`config.mk`:
```
export PLATFORM = sky130hd
export DESIGN_NAME = mqla_quad_end_flat
export DESIGN_NICKNAME = d
export VERILOG_FILES = /design/src/hw/mqla_pkg.sv /design/src/hw/mqla_if.sv /design/src/hw/mqla_irq_bit.sv /design/src/hw/mqla_quad_end.sv /design/src/flat_wrapper.sv
export SDC_FILE = /design/constraint.sdc
export NUM_CORES = 1
export LEC_CHECK = 0
export BUFFER_PORTS_ARGS = -buffer_cell sky130_fd_sc_hd__buf_2
export CAP_MARGIN = 20
export CELL_PAD_IN_SITES_DETAIL_PLACEMENT = 2
export CELL_PAD_IN_SITES_GLOBAL_PLACEMENT = 2
export CORE_MARGIN = 4
export CORE_UTILIZATION = 41
export CTS_CLUSTER_SIZE = 10
export DETAILED_ROUTE_END_ITERATION = 10
export PLACE_DENSITY_LB_ADDON = 0.12
export SLEW_MARGIN = 20
export SYNTH_ARGS = -nofsm -noshare
export SYNTH_HDL_FRONTEND = slang
export SYNTH_SLANG_ARGS = --single-unit
```
`constraint.sdc`:
```
create_clock -name clock -period 3.55 [get_ports clock]
set_input_delay 0.355 -clock clock [delete_from_list [all_inputs] [get_ports clock]]
set_output_delay 0.355 -clock clock [all_outputs]
set_load 0.005 [all_outputs]
```
`src/hw/mqla_pkg.sv`:
```
/*
 * Shared constants and types for the multi-quad lane alignment controller.
 * Assumes one 125 MHz clock on both ends and an 8-bit register port.
 */
package mqla_pkg;
    // Inter-quad register space.
    localparam logic [7:0] IQ_CFG_BASE = 8'h00;
    localparam logic [7:0] IQ_CFG_LAST = 8'h07;
    localparam logic [7:0] IQ_ROLE     = 8'h0A;
    // Quad register space.
    localparam logic [7:0] QR_LOCAL    = 8'h00;
    localparam logic [7:0] QR_CHAN_EN  = 8'h04;
    localparam logic [7:0] QR_IRQ_EN   = 8'h0C;
    localparam logic [7:0] QR_RESYNC   = 8'h41;
    localparam logic [7:0] QR_STATUS   = 8'h82;
    localparam logic [7:0] QR_IRQ      = 8'h83;
    // Field positions.
    localparam int MQ_EN_BIT   = 3;
    localparam int GRP_LSB     = 6;
    localparam int ROLE_LSB    = 6;
    localparam int RESYNC_BIT  = 7;
    localparam int ST_AL01_BIT = 2;
    localparam int ST_AL23_BIT = 3;
    // Field values and reset values.
    localparam logic [1:0] ROLE_MASTER = 2'h2;
    localparam logic [1:0] ROLE_SLAVE  = 2'h1;
    localparam logic [1:0] GROUP_ZERO  = 2'h0;
    localparam logic [7:0] REG_RESET   = 8'h00;
    // Alignment clock made by the master: half period in ns and in cycles.
    localparam int CLK_MHZ       = 125;
    localparam int LINK_HALF_NS  = 40;
    localparam int LINK_HALF_CYC = (LINK_HALF_NS * CLK_MHZ) / 1000;
    localparam logic [3:0] DIV_LAST = 4'(LINK_HALF_CYC - 1);

    typedef enum logic {
        SPACE_QUAD = 1'b0,
        SPACE_IQ   = 1'b1
    } mqla_space_t;

    typedef enum logic [2:0] {
        H_IDLE  = 3'b001,
        H_ISSUE = 3'b010,
        H_WAIT  = 3'b100
    } mqla_hstate_t;
endpackage

```
`src/hw/mqla_if.sv`:
```
/*
 * Interface joining the quad end and the fabric end: register port,
 * fabric alignment controls and the four-signal chip-to-chip link.
 * Assumes both ends share the clock given here.
 */
`timescale 1ns/1ps
interface mqla_if (
    input wire logic clock
);
    import mqla_pkg::*;
    mqla_space_t reg_space;
    logic [7:0]  reg_addr;
    logic [7:0]  reg_wdata;
    logic        reg_wr;
    logic        reg_rd;
    logic [7:0]  reg_rdata;
    logic        reg_rvalid;
    logic [3:0]  align_en;
    logic        resync_01;
    logic        resync_23;
    logic [1:0]  dev_clk;
    logic        dev_clk_oe;
    logic [1:0]  link_clk;
    logic        done_dev;
    logic        done_peer;

    // The alignment clocks only carry a level while the master drives them.
    assign link_clk = dev_clk_oe ? dev_clk : 2'h0;

    modport dev (
        input  reg_space, reg_addr, reg_wdata, reg_wr, reg_rd,
        output reg_rdata, reg_rvalid,
        input  align_en, resync_01, resync_23,
        output dev_clk, dev_clk_oe, done_dev,
        input  done_peer, link_clk
    );
    modport host (
        output reg_space, reg_addr, reg_wdata, reg_wr, reg_rd,
        input  reg_rdata, reg_rvalid,
        output align_en, resync_01, resync_23,
        input  done_dev, link_clk,
        output done_peer
    );
endinterface

```
`src/hw/mqla_irq_bit.sv`:
```
/*
 * One sticky status interrupt bit, cleared when read.
 * Assumes status is already synchronised to clock.
 */
`timescale 1ns/1ps
module mqla_irq_bit (
    input  wire logic clock,
    input  wire logic rst,
    input  wire logic enable,
    input  wire logic status,
    input  wire logic clear,
    output logic      flag
);
    wire next_flag;

    // A status still high in the read cycle sets the bit again at once.
    assign next_flag = (flag & ~clear) | (enable & status);

    always_ff @(posedge clock) begin
        if (rst) begin
            flag <= 1'b0;
        end else begin
            flag <= next_flag;
        end
    end
endmodule

```
`src/hw/mqla_quad_end.sv`:
```
/*
 * Quad end: quad and inter-quad register spaces, channel align enables,
 * resync routing, group select decode, chip-to-chip link and status
 * interrupts. Assumes aligner status arrives from another clock domain
 * and fabric controls come from logic on this clock.
 */
// Summary of operation
// Per-quad inter-quad enable at bit 3.
// Software writes equal group select twice.
// Group select 00..11 picks group 0..3.
// Channel aligns via port or register 0x04.
// Only channel 0/1 resync drives group.
// Fabric drives one common resync signal.
// Register resync bit resyncs this quad only.
// Two-chip linking uses group 0 only.
// Channel 0/1 aligned invalid across chips.
// Role field 10 master, 01 slave.
// Link: two dones, two master clocks.
// Software enables interrupt before expecting it.
// Enabled status sets sticky interrupt bit.
// Read clears; still-high status sets again.
// Any interrupt bit raises the request.
// Channel 0/1 alignment at status bit 2.
// Channel 2/3 status bit 3, off in x4.
// Quad local bit 3 also enables.
// Reset clears interrupt and enable bits.
`timescale 1ns/1ps
module mqla_quad_end #(
    parameter logic [2:0] QUAD_INDEX = 3'h0
) (
    input  wire logic  clock,
    input  wire logic  rst,
    mqla_if.dev        bus,
    input  wire logic  aligned_01,
    input  wire logic  aligned_23,
    input  wire logic  four_chan_mode,
    output logic [3:0] grp_sel,
    output logic       mq_enable,
    output logic [3:0] chan_align_en,
    output logic       aligner_resync_01,
    output logic       aligner_resync_23,
    output logic       group_resync,
    output logic       aligned_01_valid,
    output logic       irq,
    output logic       chip_master,
    output logic       chip_slave,
    output logic       link_tick
);
    import mqla_pkg::*;

    ////////////////////////////////////////////////////////////////////////
    logic [7:0] iq_cfg [0:7];
    logic [7:0] iq_role;
    logic [7:0] q_local;
    logic [7:0] q_chan_en;
    logic [7:0] q_irq_en;
    logic [2:0] st_s1;
    logic [2:0] st_s2;
    logic [1:0] lk_s1;
    logic [1:0] lk_s2;
    logic       lk_prev;
    logic       dn_s1;
    logic       dn_s2;
    logic [3:0] div_cnt;
    logic [1:0] mclk;
    logic [1:0] irq_flag;

    wire is_quad   = (bus.reg_space == SPACE_QUAD);
    wire is_iq     = (bus.reg_space == SPACE_IQ);
    wire wr_q      = bus.reg_wr & is_quad;
    wire wr_iq     = bus.reg_wr & is_iq;
    wire iq_cfg_hit = (bus.reg_addr >= IQ_CFG_BASE) && (bus.reg_addr <= IQ_CFG_LAST);
    wire [2:0] iq_idx = bus.reg_addr[2:0];
    wire rd_irq    = bus.reg_rd & is_quad & (bus.reg_addr == QR_IRQ);
    wire resync_wr = wr_q & (bus.reg_addr == QR_RESYNC) & bus.reg_wdata[RESYNC_BIT];

    wire [7:0] own_iq   = iq_cfg[QUAD_INDEX];
    wire       next_mq  = q_local[MQ_EN_BIT] & own_iq[MQ_EN_BIT];
    wire [1:0] grp_code = q_local[GRP_LSB +: 2];
    wire [1:0] role     = iq_role[ROLE_LSB +: 2];
    wire       is_m     = (role == ROLE_MASTER);
    wire       is_s     = (role == ROLE_SLAVE);
    wire       link_act = (is_m | is_s) & next_mq & (grp_code == GROUP_ZERO);
    wire       st_al01  = st_s2[0];
    wire       st_al23  = st_s2[1] & ~st_s2[2];
    wire [7:0] status_v = {4'h0, st_al23, st_al01, 2'h0};

    wire [7:0] q_rdata =
        (bus.reg_addr == QR_LOCAL)  ? q_local :
        (bus.reg_addr == QR_CHAN_EN) ? q_chan_en :
        (bus.reg_addr == QR_IRQ_EN) ? q_irq_en :
        (bus.reg_addr == QR_STATUS) ? status_v :
        (bus.reg_addr == QR_IRQ)    ? {4'h0, irq_flag, 2'h0} : 8'h00;
    wire [7:0] iq_rdata =
        iq_cfg_hit                  ? iq_cfg[iq_idx] :
        (bus.reg_addr == IQ_ROLE)   ? iq_role : 8'h00;
    wire [7:0] next_rdata = is_iq ? iq_rdata : q_rdata;

    ////////////////////////////////////////////////////////////////////////
    // Register writes. The resync register is write-only and reads as zero.
    always_ff @(posedge clock) begin
        if (rst) begin
            for (int i = 0; i < 8; i++) begin
                iq_cfg[i] <= REG_RESET;
            end
            iq_role   <= REG_RESET;
            q_local   <= REG_RESET;
            q_chan_en <= REG_RESET;
            q_irq_en  <= REG_RESET;
        end else begin
            if (wr_iq && iq_cfg_hit) begin
                iq_cfg[iq_idx] <= bus.reg_wdata;
            end
            if (wr_iq && bus.reg_addr == IQ_ROLE) begin
                iq_role <= bus.reg_wdata;
            end
            if (wr_q && bus.reg_addr == QR_LOCAL) begin
                q_local <= bus.reg_wdata;
            end
            if (wr_q && bus.reg_addr == QR_CHAN_EN) begin
                q_chan_en <= bus.reg_wdata;
            end
            if (wr_q && bus.reg_addr == QR_IRQ_EN) begin
                q_irq_en <= bus.reg_wdata;
            end
        end
    end

    always_ff @(posedge clock) begin
        if (rst) begin
            bus.reg_rdata  <= 8'h00;
            bus.reg_rvalid <= 1'b0;
        end else begin
            bus.reg_rvalid <= bus.reg_rd;
            bus.reg_rdata  <= bus.reg_rd ? next_rdata : 8'h00;
        end
    end

    ////////////////////////////////////////////////////////////////////////
    // Aligner status and link inputs come from other domains.
    always_ff @(posedge clock) begin
        if (rst) begin
            st_s1   <= 3'h0;
            st_s2   <= 3'h0;
            lk_s1   <= 2'h0;
            lk_s2   <= 2'h0;
            lk_prev <= 1'b0;
            dn_s1   <= 1'b0;
            dn_s2   <= 1'b0;
        end else begin
            st_s1   <= {four_chan_mode, aligned_23, aligned_01};
            st_s2   <= st_s1;
            lk_s1   <= bus.link_clk;
            lk_s2   <= lk_s1;
            lk_prev <= lk_s2[0];
            dn_s1   <= bus.done_peer;
            dn_s2   <= dn_s1;
        end
    end

    genvar g;
    generate
        for (g = 0; g < 2; g++) begin : g_irq
            mqla_irq_bit u_bit (
                .clock  (clock),
                .rst    (rst),
                .enable (q_irq_en[ST_AL01_BIT + g]),
                .status (status_v[ST_AL01_BIT + g]),
                .clear  (rd_irq),
                .flag   (irq_flag[g])
            );
        end
    endgenerate

    ////////////////////////////////////////////////////////////////////////
    // The master derives both link clocks from clock; the second runs at
    // half the rate of the first so the slave can tell them apart.
    wire div_wrap  = (div_cnt == DIV_LAST);
    wire m_rise    = div_wrap & ~mclk[0];
    wire s_rise    = lk_s2[0] & ~lk_prev;

    always_ff @(posedge clock) begin
        if (rst || !(link_act && is_m)) begin
            div_cnt <= 4'h0;
            mclk    <= 2'h0;
        end else if (div_wrap) begin
            div_cnt <= 4'h0;
            mclk[0] <= ~mclk[0];
            mclk[1] <= m_rise ? ~mclk[1] : mclk[1];
        end else begin
            div_cnt <= div_cnt + 4'h1;
        end
    end

    always_ff @(posedge clock) begin
        if (rst) begin
            bus.dev_clk       <= 2'h0;
            bus.dev_clk_oe    <= 1'b0;
            bus.done_dev      <= 1'b0;
            grp_sel           <= 4'h0;
            mq_enable         <= 1'b0;
            chan_align_en     <= 4'h0;
            aligner_resync_01 <= 1'b0;
            aligner_resync_23 <= 1'b0;
            group_resync      <= 1'b0;
            aligned_01_valid  <= 1'b0;
            irq               <= 1'b0;
            chip_master       <= 1'b0;
            chip_slave        <= 1'b0;
            link_tick         <= 1'b0;
        end else begin
            bus.dev_clk       <= mclk;
            bus.dev_clk_oe    <= link_act & is_m;
            bus.done_dev      <= link_act & st_al01 & dn_s2;
            grp_sel           <= 4'h1 << grp_code;
            mq_enable         <= next_mq;
            chan_align_en     <= bus.align_en | q_chan_en[3:0];
            aligner_resync_01 <= bus.resync_01 | resync_wr;
            aligner_resync_23 <= bus.resync_23;
            group_resync      <= next_mq & bus.resync_01;
            aligned_01_valid  <= st_al01 & ~link_act;
            irq               <= |irq_flag;
            chip_master       <= link_act & is_m;
            chip_slave        <= link_act & is_s;
            link_tick         <= link_act & (is_m ? m_rise : s_rise);
        end
    end
endmodule

```
`src/flat_wrapper.sv`:
```
// flat-port wrapper written by rule: the top's interface ports become plain ports
module mqla_quad_end_flat import mqla_pkg::*;
#(
    parameter logic [2:0] QUAD_INDEX = 3'h0
)
  (clock, rst, aligned_01, aligned_23, four_chan_mode, grp_sel, mq_enable, chan_align_en, aligner_resync_01, aligner_resync_23, group_resync, aligned_01_valid, irq, chip_master, chip_slave, link_tick, bus_reg_space, bus_reg_addr, bus_reg_wdata, bus_reg_wr, bus_reg_rd, bus_reg_rdata, bus_reg_rvalid, bus_align_en, bus_resync_01, bus_resync_23, bus_dev_clk, bus_dev_clk_oe, bus_done_dev, bus_done_peer);
  mqla_if bus_i (.clock(clock));
  input  wire logic clock;
  input  wire logic rst;
  input  wire logic aligned_01;
  input  wire logic aligned_23;
  input  wire logic four_chan_mode;
  output logic [3:0] grp_sel;
  output logic mq_enable;
  output logic [3:0] chan_align_en;
  output logic aligner_resync_01;
  output logic aligner_resync_23;
  output logic group_resync;
  output logic aligned_01_valid;
  output logic irq;
  output logic chip_master;
  output logic chip_slave;
  output logic link_tick;
  input wire logic [$bits(bus_i.reg_space)-1:0] bus_reg_space;
  input wire logic [$bits(bus_i.reg_addr)-1:0] bus_reg_addr;
  input wire logic [$bits(bus_i.reg_wdata)-1:0] bus_reg_wdata;
  input wire logic [$bits(bus_i.reg_wr)-1:0] bus_reg_wr;
  input wire logic [$bits(bus_i.reg_rd)-1:0] bus_reg_rd;
  output wire logic [$bits(bus_i.reg_rdata)-1:0] bus_reg_rdata;
  output wire logic [$bits(bus_i.reg_rvalid)-1:0] bus_reg_rvalid;
  input wire logic [$bits(bus_i.align_en)-1:0] bus_align_en;
  input wire logic [$bits(bus_i.resync_01)-1:0] bus_resync_01;
  input wire logic [$bits(bus_i.resync_23)-1:0] bus_resync_23;
  output wire logic [$bits(bus_i.dev_clk)-1:0] bus_dev_clk;
  output wire logic [$bits(bus_i.dev_clk_oe)-1:0] bus_dev_clk_oe;
  output wire logic [$bits(bus_i.done_dev)-1:0] bus_done_dev;
  input wire logic [$bits(bus_i.done_peer)-1:0] bus_done_peer;
  assign bus_i.reg_space = bus_reg_space;
  assign bus_i.reg_addr = bus_reg_addr;
  assign bus_i.reg_wdata = bus_reg_wdata;
  assign bus_i.reg_wr = bus_reg_wr;
  assign bus_i.reg_rd = bus_reg_rd;
  assign bus_reg_rdata = bus_i.reg_rdata;
  assign bus_reg_rvalid = bus_i.reg_rvalid;
  assign bus_i.align_en = bus_align_en;
  assign bus_i.resync_01 = bus_resync_01;
  assign bus_i.resync_23 = bus_resync_23;
  assign bus_dev_clk = bus_i.dev_clk;
  assign bus_dev_clk_oe = bus_i.dev_clk_oe;
  assign bus_done_dev = bus_i.done_dev;
  assign bus_i.done_peer = bus_done_peer;
  mqla_quad_end #(.QUAD_INDEX(QUAD_INDEX)) u_core (.clock(clock), .rst(rst), .bus(bus_i), .aligned_01(aligned_01), .aligned_23(aligned_23), .four_chan_mode(four_chan_mode), .grp_sel(grp_sel), .mq_enable(mq_enable), .chan_align_en(chan_align_en), .aligner_resync_01(aligner_resync_01), .aligner_resync_23(aligner_resync_23), .group_resync(group_resync), .aligned_01_valid(aligned_01_valid), .irq(irq), .chip_master(chip_master), .chip_slave(chip_slave), .link_tick(link_tick));
endmodule
```
==> summary.md, run 1 <==
| Metric | Value |
|---|---|
| Status | finished clean |
| RD Place Congestion | 0.792 |
| Startpoint types | input port |
| Die H | 130 um |
| Top cell by count, worst path | nor2b_1 |
| Layout area overhead | 17.0% |
| Leading area contributor after synthesis | edfxtp_1 |
| Seq/Total Area, Yosys | 57.4% |
| RSZ-0062 raised after global routing | no |
| NumNets Final | 660 |
| CTS Buf Count | 17 |
| DP HPWL | 13,500 um |
| Total core area | 14,600 um2 |
| Remaining DRCs | 0 |
| CP bufs+invs | 1 |
| TNS Setup | 0 ns |
| Post-synthesis instance area | 6140 um2 |
| Number of synthesized flops with an enable pin | 64 |
| Total power | 3920 uW |
| Final hold vios | 0 |
| DRT antenna net count | 0 |
| Static Leak | 0.00269 uW |
| Synth Flop Type | dfxtp_1 |
| Total power divided by cell area | 546 nW/um2 |
| Routed WL per cell | 24.4 um |
| CP peak stage delay | 0.64 ns |
| Longest Clk Path Bufs | 2 |
| Die area | 17,000 um2 |
| DR pass1 iterations | 4 |
| FF+latch count, synth | 144 |
| Worst Tran Pin Value | 0.780 ns |
| Slew Viols, Final | 0 |
| Peak supply drop | 0.000380 V |
| Critical path required time | 3.91 ns |
| Final worst path period share | 59.0% |
| Final wirelength | 20,000 um |
| FMAX | 0.477 GHz |
| Row count | 44 |
| Hold buffer count at CTS | 0 |
| CP delay by family, top | simple AND/OR/NAND/NOR gates |
| Largest net degree at the start of global routing | 71 |
| Cells after synthesis | 574 |
| Ranking of synthesized cells by area | edfxtp_1 31%, dfxtp_1 26%, and2_1 6.9% |
| Root Driver | clkbuf_16 |
| Syn Nets | 609 |
| Unique masters post-synth | 58 |
| Die Width | 130 um |
| DR iter-0 viols | 394 |
| Mean Syn Cell Area | 10.7 um2 |
| Max-cap violations | 0 |
| Final setup fails | 0 |
| # diodes | 0 |
| Crit path DAT | 2.45 ns |
| Total GRT Usage | 24.8% |
| Worst Skew | 0.00617 ns |
| Final Util | 49.2% |
| Io pins | 61 |
| # fillers | 1,486 |
| Clock Latency Late Sink | 0.43 ns |
| Via count | 4,633 |
| Clock slew at reported path FFs | 0.06 ns |
| CP Capture Type | flop |
| Layout cells sized above 1 | 20.5% |
| CTS tree | yes |
| Slew headroom | 48.0% |
| Async SR Flop Fraction | 0% |
| Count leader, synth | dfxtp_1 |
| Post-synth top area share | 31.3% |
| Hold Path Class | input port to flop |
| Synth warn | 0 |
| Stages on worst setup path | 6 |
| Vias per inst | 5.64 |
| WHS Path Cells | 3 |
| Initial antenna violation count | 0 |
| Sink Count | 144 |
| R2R depth | 8 |
| Number of global-route vias before repair | 5,216 |
| Setup bufs post-CTS | 0 |
| Cell Chain, Critical Path | buf_2 > nor2b_1 > and4b_1 > nor2b_1 > nand2_1 > a21oi_1 |
| R2r setup slk | 1.69 ns |
| PostCTS Resize Cnt | 0 |
| Initial Utilization | 42.1% |
| Total grt overflow | 0 |
| Crit path kind | input port to flop |
| Wire length of the first global-routing pass | 30,800 um |
| H-tree depth | 4 |
| Slowest CP cell | nor2b_1 |
| Worst Path Max Fanout | 10 |
| Fin area | 7180 um2 |
| Tmin final | 2.09 ns |
| Dpl cell area | 6550 um2 |
| Commonest cells post-synth | 80 x dfxtp_1, 68 x and2_1, 64 x edfxtp_1, 61 x nand2_1, 43 x a21oi_1 |
| IO Port Bufs | 60 |
registers in the layout, indices dropped and copies added, names as in the netlist, 2 cells and up:
name	cells
u_core.iq_cfg	64
u_core.bus.reg_rdata	8
u_core.iq_role	8
u_core.q_chan_en	8
u_core.q_irq_en	8
u_core.q_local	8
u_core.chan_align_en	4
u_core.div_cnt	4
u_core.grp_sel	4
u_core.st_s1	3
u_core.st_s2	3
u_core.bus.dev_clk	2
u_core.g_irq.u_bit.flag	2
u_core.mclk	2
logic make-up after synthesis:
group	Yosys count	synth area share (%)
AOI/OAI and AO/OA	94	9.86
xor gates and xnor gates	4	0.571
adders and majority gates	4	0.815
buffers and inverters	47	3.71
DFF	144	57.4
muxes	20	4.24
and+or+nand+nor	261	23.4
worst min-delay path: cells and delay by family:
family / cells / cell delay, ns
buffers and inverters: 1 / 0.08
AND/OR/NAND/NOR: 2 / 0.09
placed cells by master (no fill, tap or decap), types with 9 or more instances in the layout:
cell type,n
nand2_1,61
buf_2,60
clkbuf_16,19
nand3_1,30
nor2_1,32
or2_2,9
nor2b_1,18
buf_4,10
a221oi_1,9
and2_1,68
a22oi_1,12
dfxtp_1,80
a21oi_1,43
edfxtp_1,64
inv_1,9
through the flow:
stage,setup WS [ns],hold slack (ns),cells
6_report,1.46,0.130,822
5_1_grt,1.29,0.138,822
4_1_cts,1.47,0.117,822
3_5_place_dp,1.08,0.436,790
3_3_place_gp,1.14,0.429,790
2_1_floorplan,1.66,0.414,574
path summary, 6_finish.rpt:
path	start	to
worst min register to register	u_core.st_s1[2]	u_core.st_s2[2]
worst min-delay path	bus_align_en[1]	u_core.chan_align_en[1]
worst max-delay path	bus_reg_addr[1]	u_core.iq_role[2]
worst max register to register	u_core.iq_role[6]	u_core.div_cnt[1]
layout make-up:
type,instances,area (um2),area share [%]
Sequential cell,144,3520,49.1
Inverter,9,33.8,0.470
Tap cell,184,230,3.21
Timing Repair Buffer,70,375,5.23
Clock buffer,24,534,7.44
Clock inverter,8,96.3,1.34
Multi-Input combinational cell,383,2390,33.3
power breakdown:
part	total [uW]	internal [uW]	switching [uW]	leakage, uW
Sequential	1800	1780	20.9	0.00126
Combinational	216	70.8	145	0.00112
Clock	1900	1190	715	0.000314
per-layer routing:
layer | GRT usage, % | wire (um)
met1 | 31.3 | 8900
met2 | 41.6 | 9990
met3 | 5.49 | 706
met4 | 9.74 | 446
met5 | 0 | 0
Power figures use the tool's default switching activity.
==> run 2, diff against run 1 <==
- CORE_UTILIZATION: 41 -> 35
- clock period: 3.55 -> 1.9 ns (I/O delays scaled with it)
==> summary.md, run 2 (same netlist as run 1, synthesis figures left out) <==
| Metric | Value |
|---|---|
| Status | finished clean |
| Total grt overflow | 0 |
| DRT antenna net count | 0 |
| Die H | 140 um |
| Worst Path Max Fanout | 1 |
| Final hold vios | 0 |
| Total GRT Usage | 21.4% |
| Startpoint types | flop |
| DR iter-0 viols | 326 |
| Dpl cell area | 6950 um2 |
| Row count | 48 |
| Worst Skew | 0.00712 ns |
| Die Width | 140 um |
| Cell Chain, Critical Path | mux2_2 > a221oi_1 > buf_4 > a211oi_1 > o311a_1 |
| Final setup fails | 0 |
| Remaining DRCs | 0 |
| Total core area | 17,200 um2 |
| Setup bufs post-CTS | 0 |
| Tmin final | 1.78 ns |
| Layout cells sized above 1 | 25.1% |
| Clock Latency Late Sink | 0.43 ns |
| Static Leak | 0.00292 uW |
| Wire length of the first global-routing pass | 31,600 um |
| Peak supply drop | 0.000685 V |
| Routed WL per cell | 22.3 um |
| Crit path DAT | 2.08 ns |
| Most flops, register | u_core.iq_cfg |
| Die area | 19,700 um2 |
| NumNets Final | 711 |
| CP delay by family, top | compound AO/OA/AOI/OAI gates |
| Io pins | 61 |
| Critical path required time | 2.20 ns |
| FMAX | 0.562 GHz |
| Slowest CP cell | o311a_1 |
| Layout area overhead | 23.7% |
| Via count | 4,730 |
| Hold Path Class | input port to flop |
| Vias per inst | 5.18 |
| CP bufs+invs | 1 |
| Slew Viols, Final | 0 |
| Sink Count | 144 |
| DR pass1 iterations | 4 |
| DP HPWL | 14,500 um |
| Total power divided by cell area | 945 nW/um2 |
| Largest net degree at the start of global routing | 71 |
| CTS tree | yes |
| CP Capture Type | flop |
| Crit path kind | flop to flop |
| Initial Utilization | 35.6% |
| Longest Clk Path Bufs | 2 |
| Worst Tran Pin Value | 0.475 ns |
| R2r setup slk | 0.12 ns |
| RSZ-0062 raised after global routing | no |
| H-tree depth | 4 |
| Hold buffer count at CTS | 7 |
| CP peak stage delay | 0.40 ns |
| Clock slew at reported path FFs | 0.06 ns |
| Commonest non-fill, non-tap cell in the layout | dfxtp_1 |
| Max-cap violations | 0 |
| Final Util | 44.1% |
| Fin area | 7600 um2 |
| Final worst path period share | 93.6% |
| Number of global-route vias before repair | 5,365 |
| CTS Buf Count | 17 |
| Root Driver | clkbuf_16 |
| PostCTS Resize Cnt | 0 |
| Final wirelength | 20,400 um |
| Initial antenna violation count | 0 |
| RD Place Congestion | 0.828 |
| IO Port Bufs | 60 |
| Most frequent cells in the layout | 80 x dfxtp_1, 68 x and2_1, 64 x edfxtp_1 |
| # diodes | 0 |
| Max reg flops | 64 |
| Slew headroom | 68.1% |
run 2: final cells by class:
cell class | instances | area [um2]
inverter | 9 | 33.8
clock inverter | 12 | 143
tap | 225 | 282
fill | 1811 | 9640
multi-input combinational | 383 | 2390
sequential | 144 | 3520
timing repair buffer | 121 | 788
clock buffer | 20 | 437
run 2: per-layer routing:
layer / vias to the layer above / wire [um] / global-route usage (%)
li1: 2230 / - / -
met1: 2412 / 8970 / 26.9
met2: 73 / 10500 / 37.7
met3: 15 / 717 / 3.79
met4: 0 / 250 / 6.32
met5: - / 0 / 0
run 2: path summary, 6_finish.rpt:
| path | start | endpoint | cells past startpoint |
|---|---|---|---|
| worst min-delay path | aligned_01 | u_core.st_s1[0] | 2 |
| worst max-delay path | u_core.iq_cfg[0][7] | u_core.bus.reg_rdata[7] | 5 |
| worst max register to register | u_core.iq_cfg[0][7] | u_core.bus.reg_rdata[7] | 5 |
| worst min register to register | u_core.st_s1[1] | u_core.st_s2[1] | 1 |
run 2: through the flow:
| stage | hold slack [ns] | worst slack (ns) | power (uW) | instances | setup TNS (ns) |
|---|---|---|---|---|---|
| final | 0.00810 | 0.121 | 7170 | 914 | 0 |
| after global routing | 0.0140 | 0.0657 | 7430 | 914 | 0 |
| after CTS | 0.0000924 | 0.0993 | 7240 | 914 | 0 |
| after detailed placement | 0.407 | -0.0979 | 3870 | 875 | -0.153 |
| after global placement | 0.394 | -0.0683 | 3850 | 875 | -0.0863 |
| after floorplan | 0.306 | 0.173 | 3630 | 574 | 0 |
run 2: report_power, final:
part | internal (uW) | switching, uW | leakage, uW
sequential | 3320 | 37.1 | 0.00126
clock | 2050 | 1310 | 0.000281
combinational | 174 | 284 | 0.00138
total | 5540 | 1630 | 0.00292
run 2: worst register-to-register path, delay by kind of cell, from the launching register on:
kind	cells	cell delay, ns
AO/OA/AOI/OAI	3	0.82
buffers and inverters	1	0.19
multiplexers	1	0.28
flip-flops	1	0.37
==> run 3, diff against run 2 <==
- BUFFER_PORTS_ARGS: -buffer_cell sky130_fd_sc_hd__buf_2 -> -buffer_cell sky130_fd_sc_hd__clkbuf_2
==> summary.md, run 3 (same netlist as run 1, synthesis figures left out) <==
| Metric | Value |
|---|---|
| RD Place Congestion | 0.813 |
| Non-filler instance count after layout | 904 |
| FMAX | 0.566 GHz |
| Max reg flops | 64 |
| DR iter-0 viols | 326 |
| CTS Buf Count | 17 |
| Die Width | 140 um |
| Die H | 140 um |
| RSZ-0062 raised after global routing | no |
| Crit path kind | flop to flop |
| # diodes | 0 |
| Static Leak | 0.00286 uW |
| Comb power frac | 6.7% |
| Total core area | 17,200 um2 |
| Io pins | 61 |
| Total power | 6910 uW |
| # fillers | 1,796 |
| Sw frac | 23.8% |
| Clock Latency Late Sink | 0.42 ns |
| Clock slew at reported path FFs | 0.06 ns |
| Layout cells sized above 1 | 24.4% |
| Hold Slack | 0.0141 ns |
| H-tree depth | 4 |
| Most frequent cells in the layout | 79 x dfxtp_1, 68 x and2_1, 64 x edfxtp_1 |
| Metal2 WL | 9980 um |
| Internal Power | 5260 uW |
| Crit path DAT | 2.06 ns |
| Layout area overhead | 22.4% |
| WHS Path Cells | 2 |
| Root Driver | clkbuf_16 |
| WL met3 | 882 um |
| Total power divided by cell area | 918 nW/um2 |
| Tmin final | 1.77 ns |
| NumNets Final | 701 |
| Most flops, register | u_core.iq_cfg |
| Final hold vios | 0 |
| Wire length of the first global-routing pass | 31,200 um |
| Dpl cells | 864 |
| Routed WL per cell | 22.5 um |
| R2R depth | 4 |
| Final setup fails | 0 |
| Setup bufs post-CTS | 0 |
| Number of global-route vias before repair | 5,288 |
| Commonest non-fill, non-tap cell in the layout | dfxtp_1 |
| Flop pwr share | 48.7% |
| Hold Path Class | input port to flop |
| Slew headroom | 66.3% |
| Startpoint types | flop |
| Footprint of the multi-input gates | 2390 um2 |
| Initial Utilization | 35.6% |
| IO Port Bufs | 60 |
| M1 WL | 9050 um |
| DP HPWL | 14,700 um |
| Top Metal Used | met4 |
| Max-cap violations | 0 |
| Die area | 19,700 um2 |
| Worst Skew | 0.00706 ns |
| Total GRT Usage | 21.0% |
| Worst Path Max Fanout | 1 |
| R2r setup slk | 0.13 ns |
| Row count | 48 |
| Remaining DRCs | 0 |
| Initial antenna violation count | 0 |
| CTS tree | yes |
| Via count | 4,804 |
| Sink Count | 144 |
| Storage element area | 3520 um2 |
| Worst Tran Pin Value | 0.500 ns |
| CP Capture Type | flop |
| Final worst path period share | 93.0% |
| Peak supply drop | 0.000647 V |
| DRT antenna net count | 0 |
| Slew Viols, Final | 0 |
| Longest Clk Path Bufs | 2 |
| Critical path required time | 2.19 ns |
| Total grt overflow | 0 |
| Vias per inst | 5.31 |
| Status | finished clean |
| Largest net degree at the start of global routing | 71 |
| Final wirelength | 20,300 um |
| Clock Power Share | 44.7% |
| DR pass1 iterations | 4 |
| NetSw | 1640 uW |
==> run 3: worst max-delay path: stages, from the launching register on <==
cell and delay, ns:
edfxtp_1 0.44, mux4_2 0.48, mux2_2 0.29, a221oi_1 0.31, nor3_1 0.12
==> run 3: area by class of cell <==
class	instances	share of cell area [%]
flip-flops and latches	144	46.9
clock buffers	22	6.32
well taps	225	3.74
multi-input cells	383	31.8
clock inverters	10	0.799
repair buffers	111	10.0
inverters	9	0.449
==> run 3: metrics by stage <==
step	worst slack, ns	area [um2]	util (%)	setup TNS [ns]
after global placement	-0.0794	6900	40.0	-0.137
after detailed placement	-0.169	6900	40.0	-0.746
after CTS	0.0862	7510	43.6	0
after floorplan	0.173	6140	-	0
after global routing	0.0329	7520	43.6	0
final	0.133	7520	43.6	0
==> run 3: final timing paths <==
path                            start                       to
setup / recovery  u_core.iq_cfg[3][0]  u_core.bus.reg_rdata[0]
hold / removal          bus_done_peer             u_core.dn_s1
setup reg to reg  u_core.iq_cfg[3][0]  u_core.bus.reg_rdata[0]
hold reg to reg       u_core.lk_s1[0]          u_core.lk_s2[0]
==> run 3: power groups by stage <==
stage          logic (uW)  clock network [uW]  registers [uW]
6_report              460                3090            3360
5_1_grt               495                3310            3370
4_1_cts               465                3150            3360
3_5_place_dp          451                   0            3420
3_3_place_gp          438                   0            3420
2_1_floorplan         229                   0            3400
==> run 3: metal layers <==
metal | up-vias | GRT usage, %
met3 | 27 | 4.27
met1 | 2473 | 27.5
met2 | 99 | 35.4
met4 | 0 | 5.81
met5 | - | 0
li1 | 2205 | -
==> run 3: what timing repair did <==
action,4_1_cts,5_1_grt
hold endpoints to repair,7,1
setup endpoints to repair,0,1
gates resized for setup,0,1
hold buffers,7,1
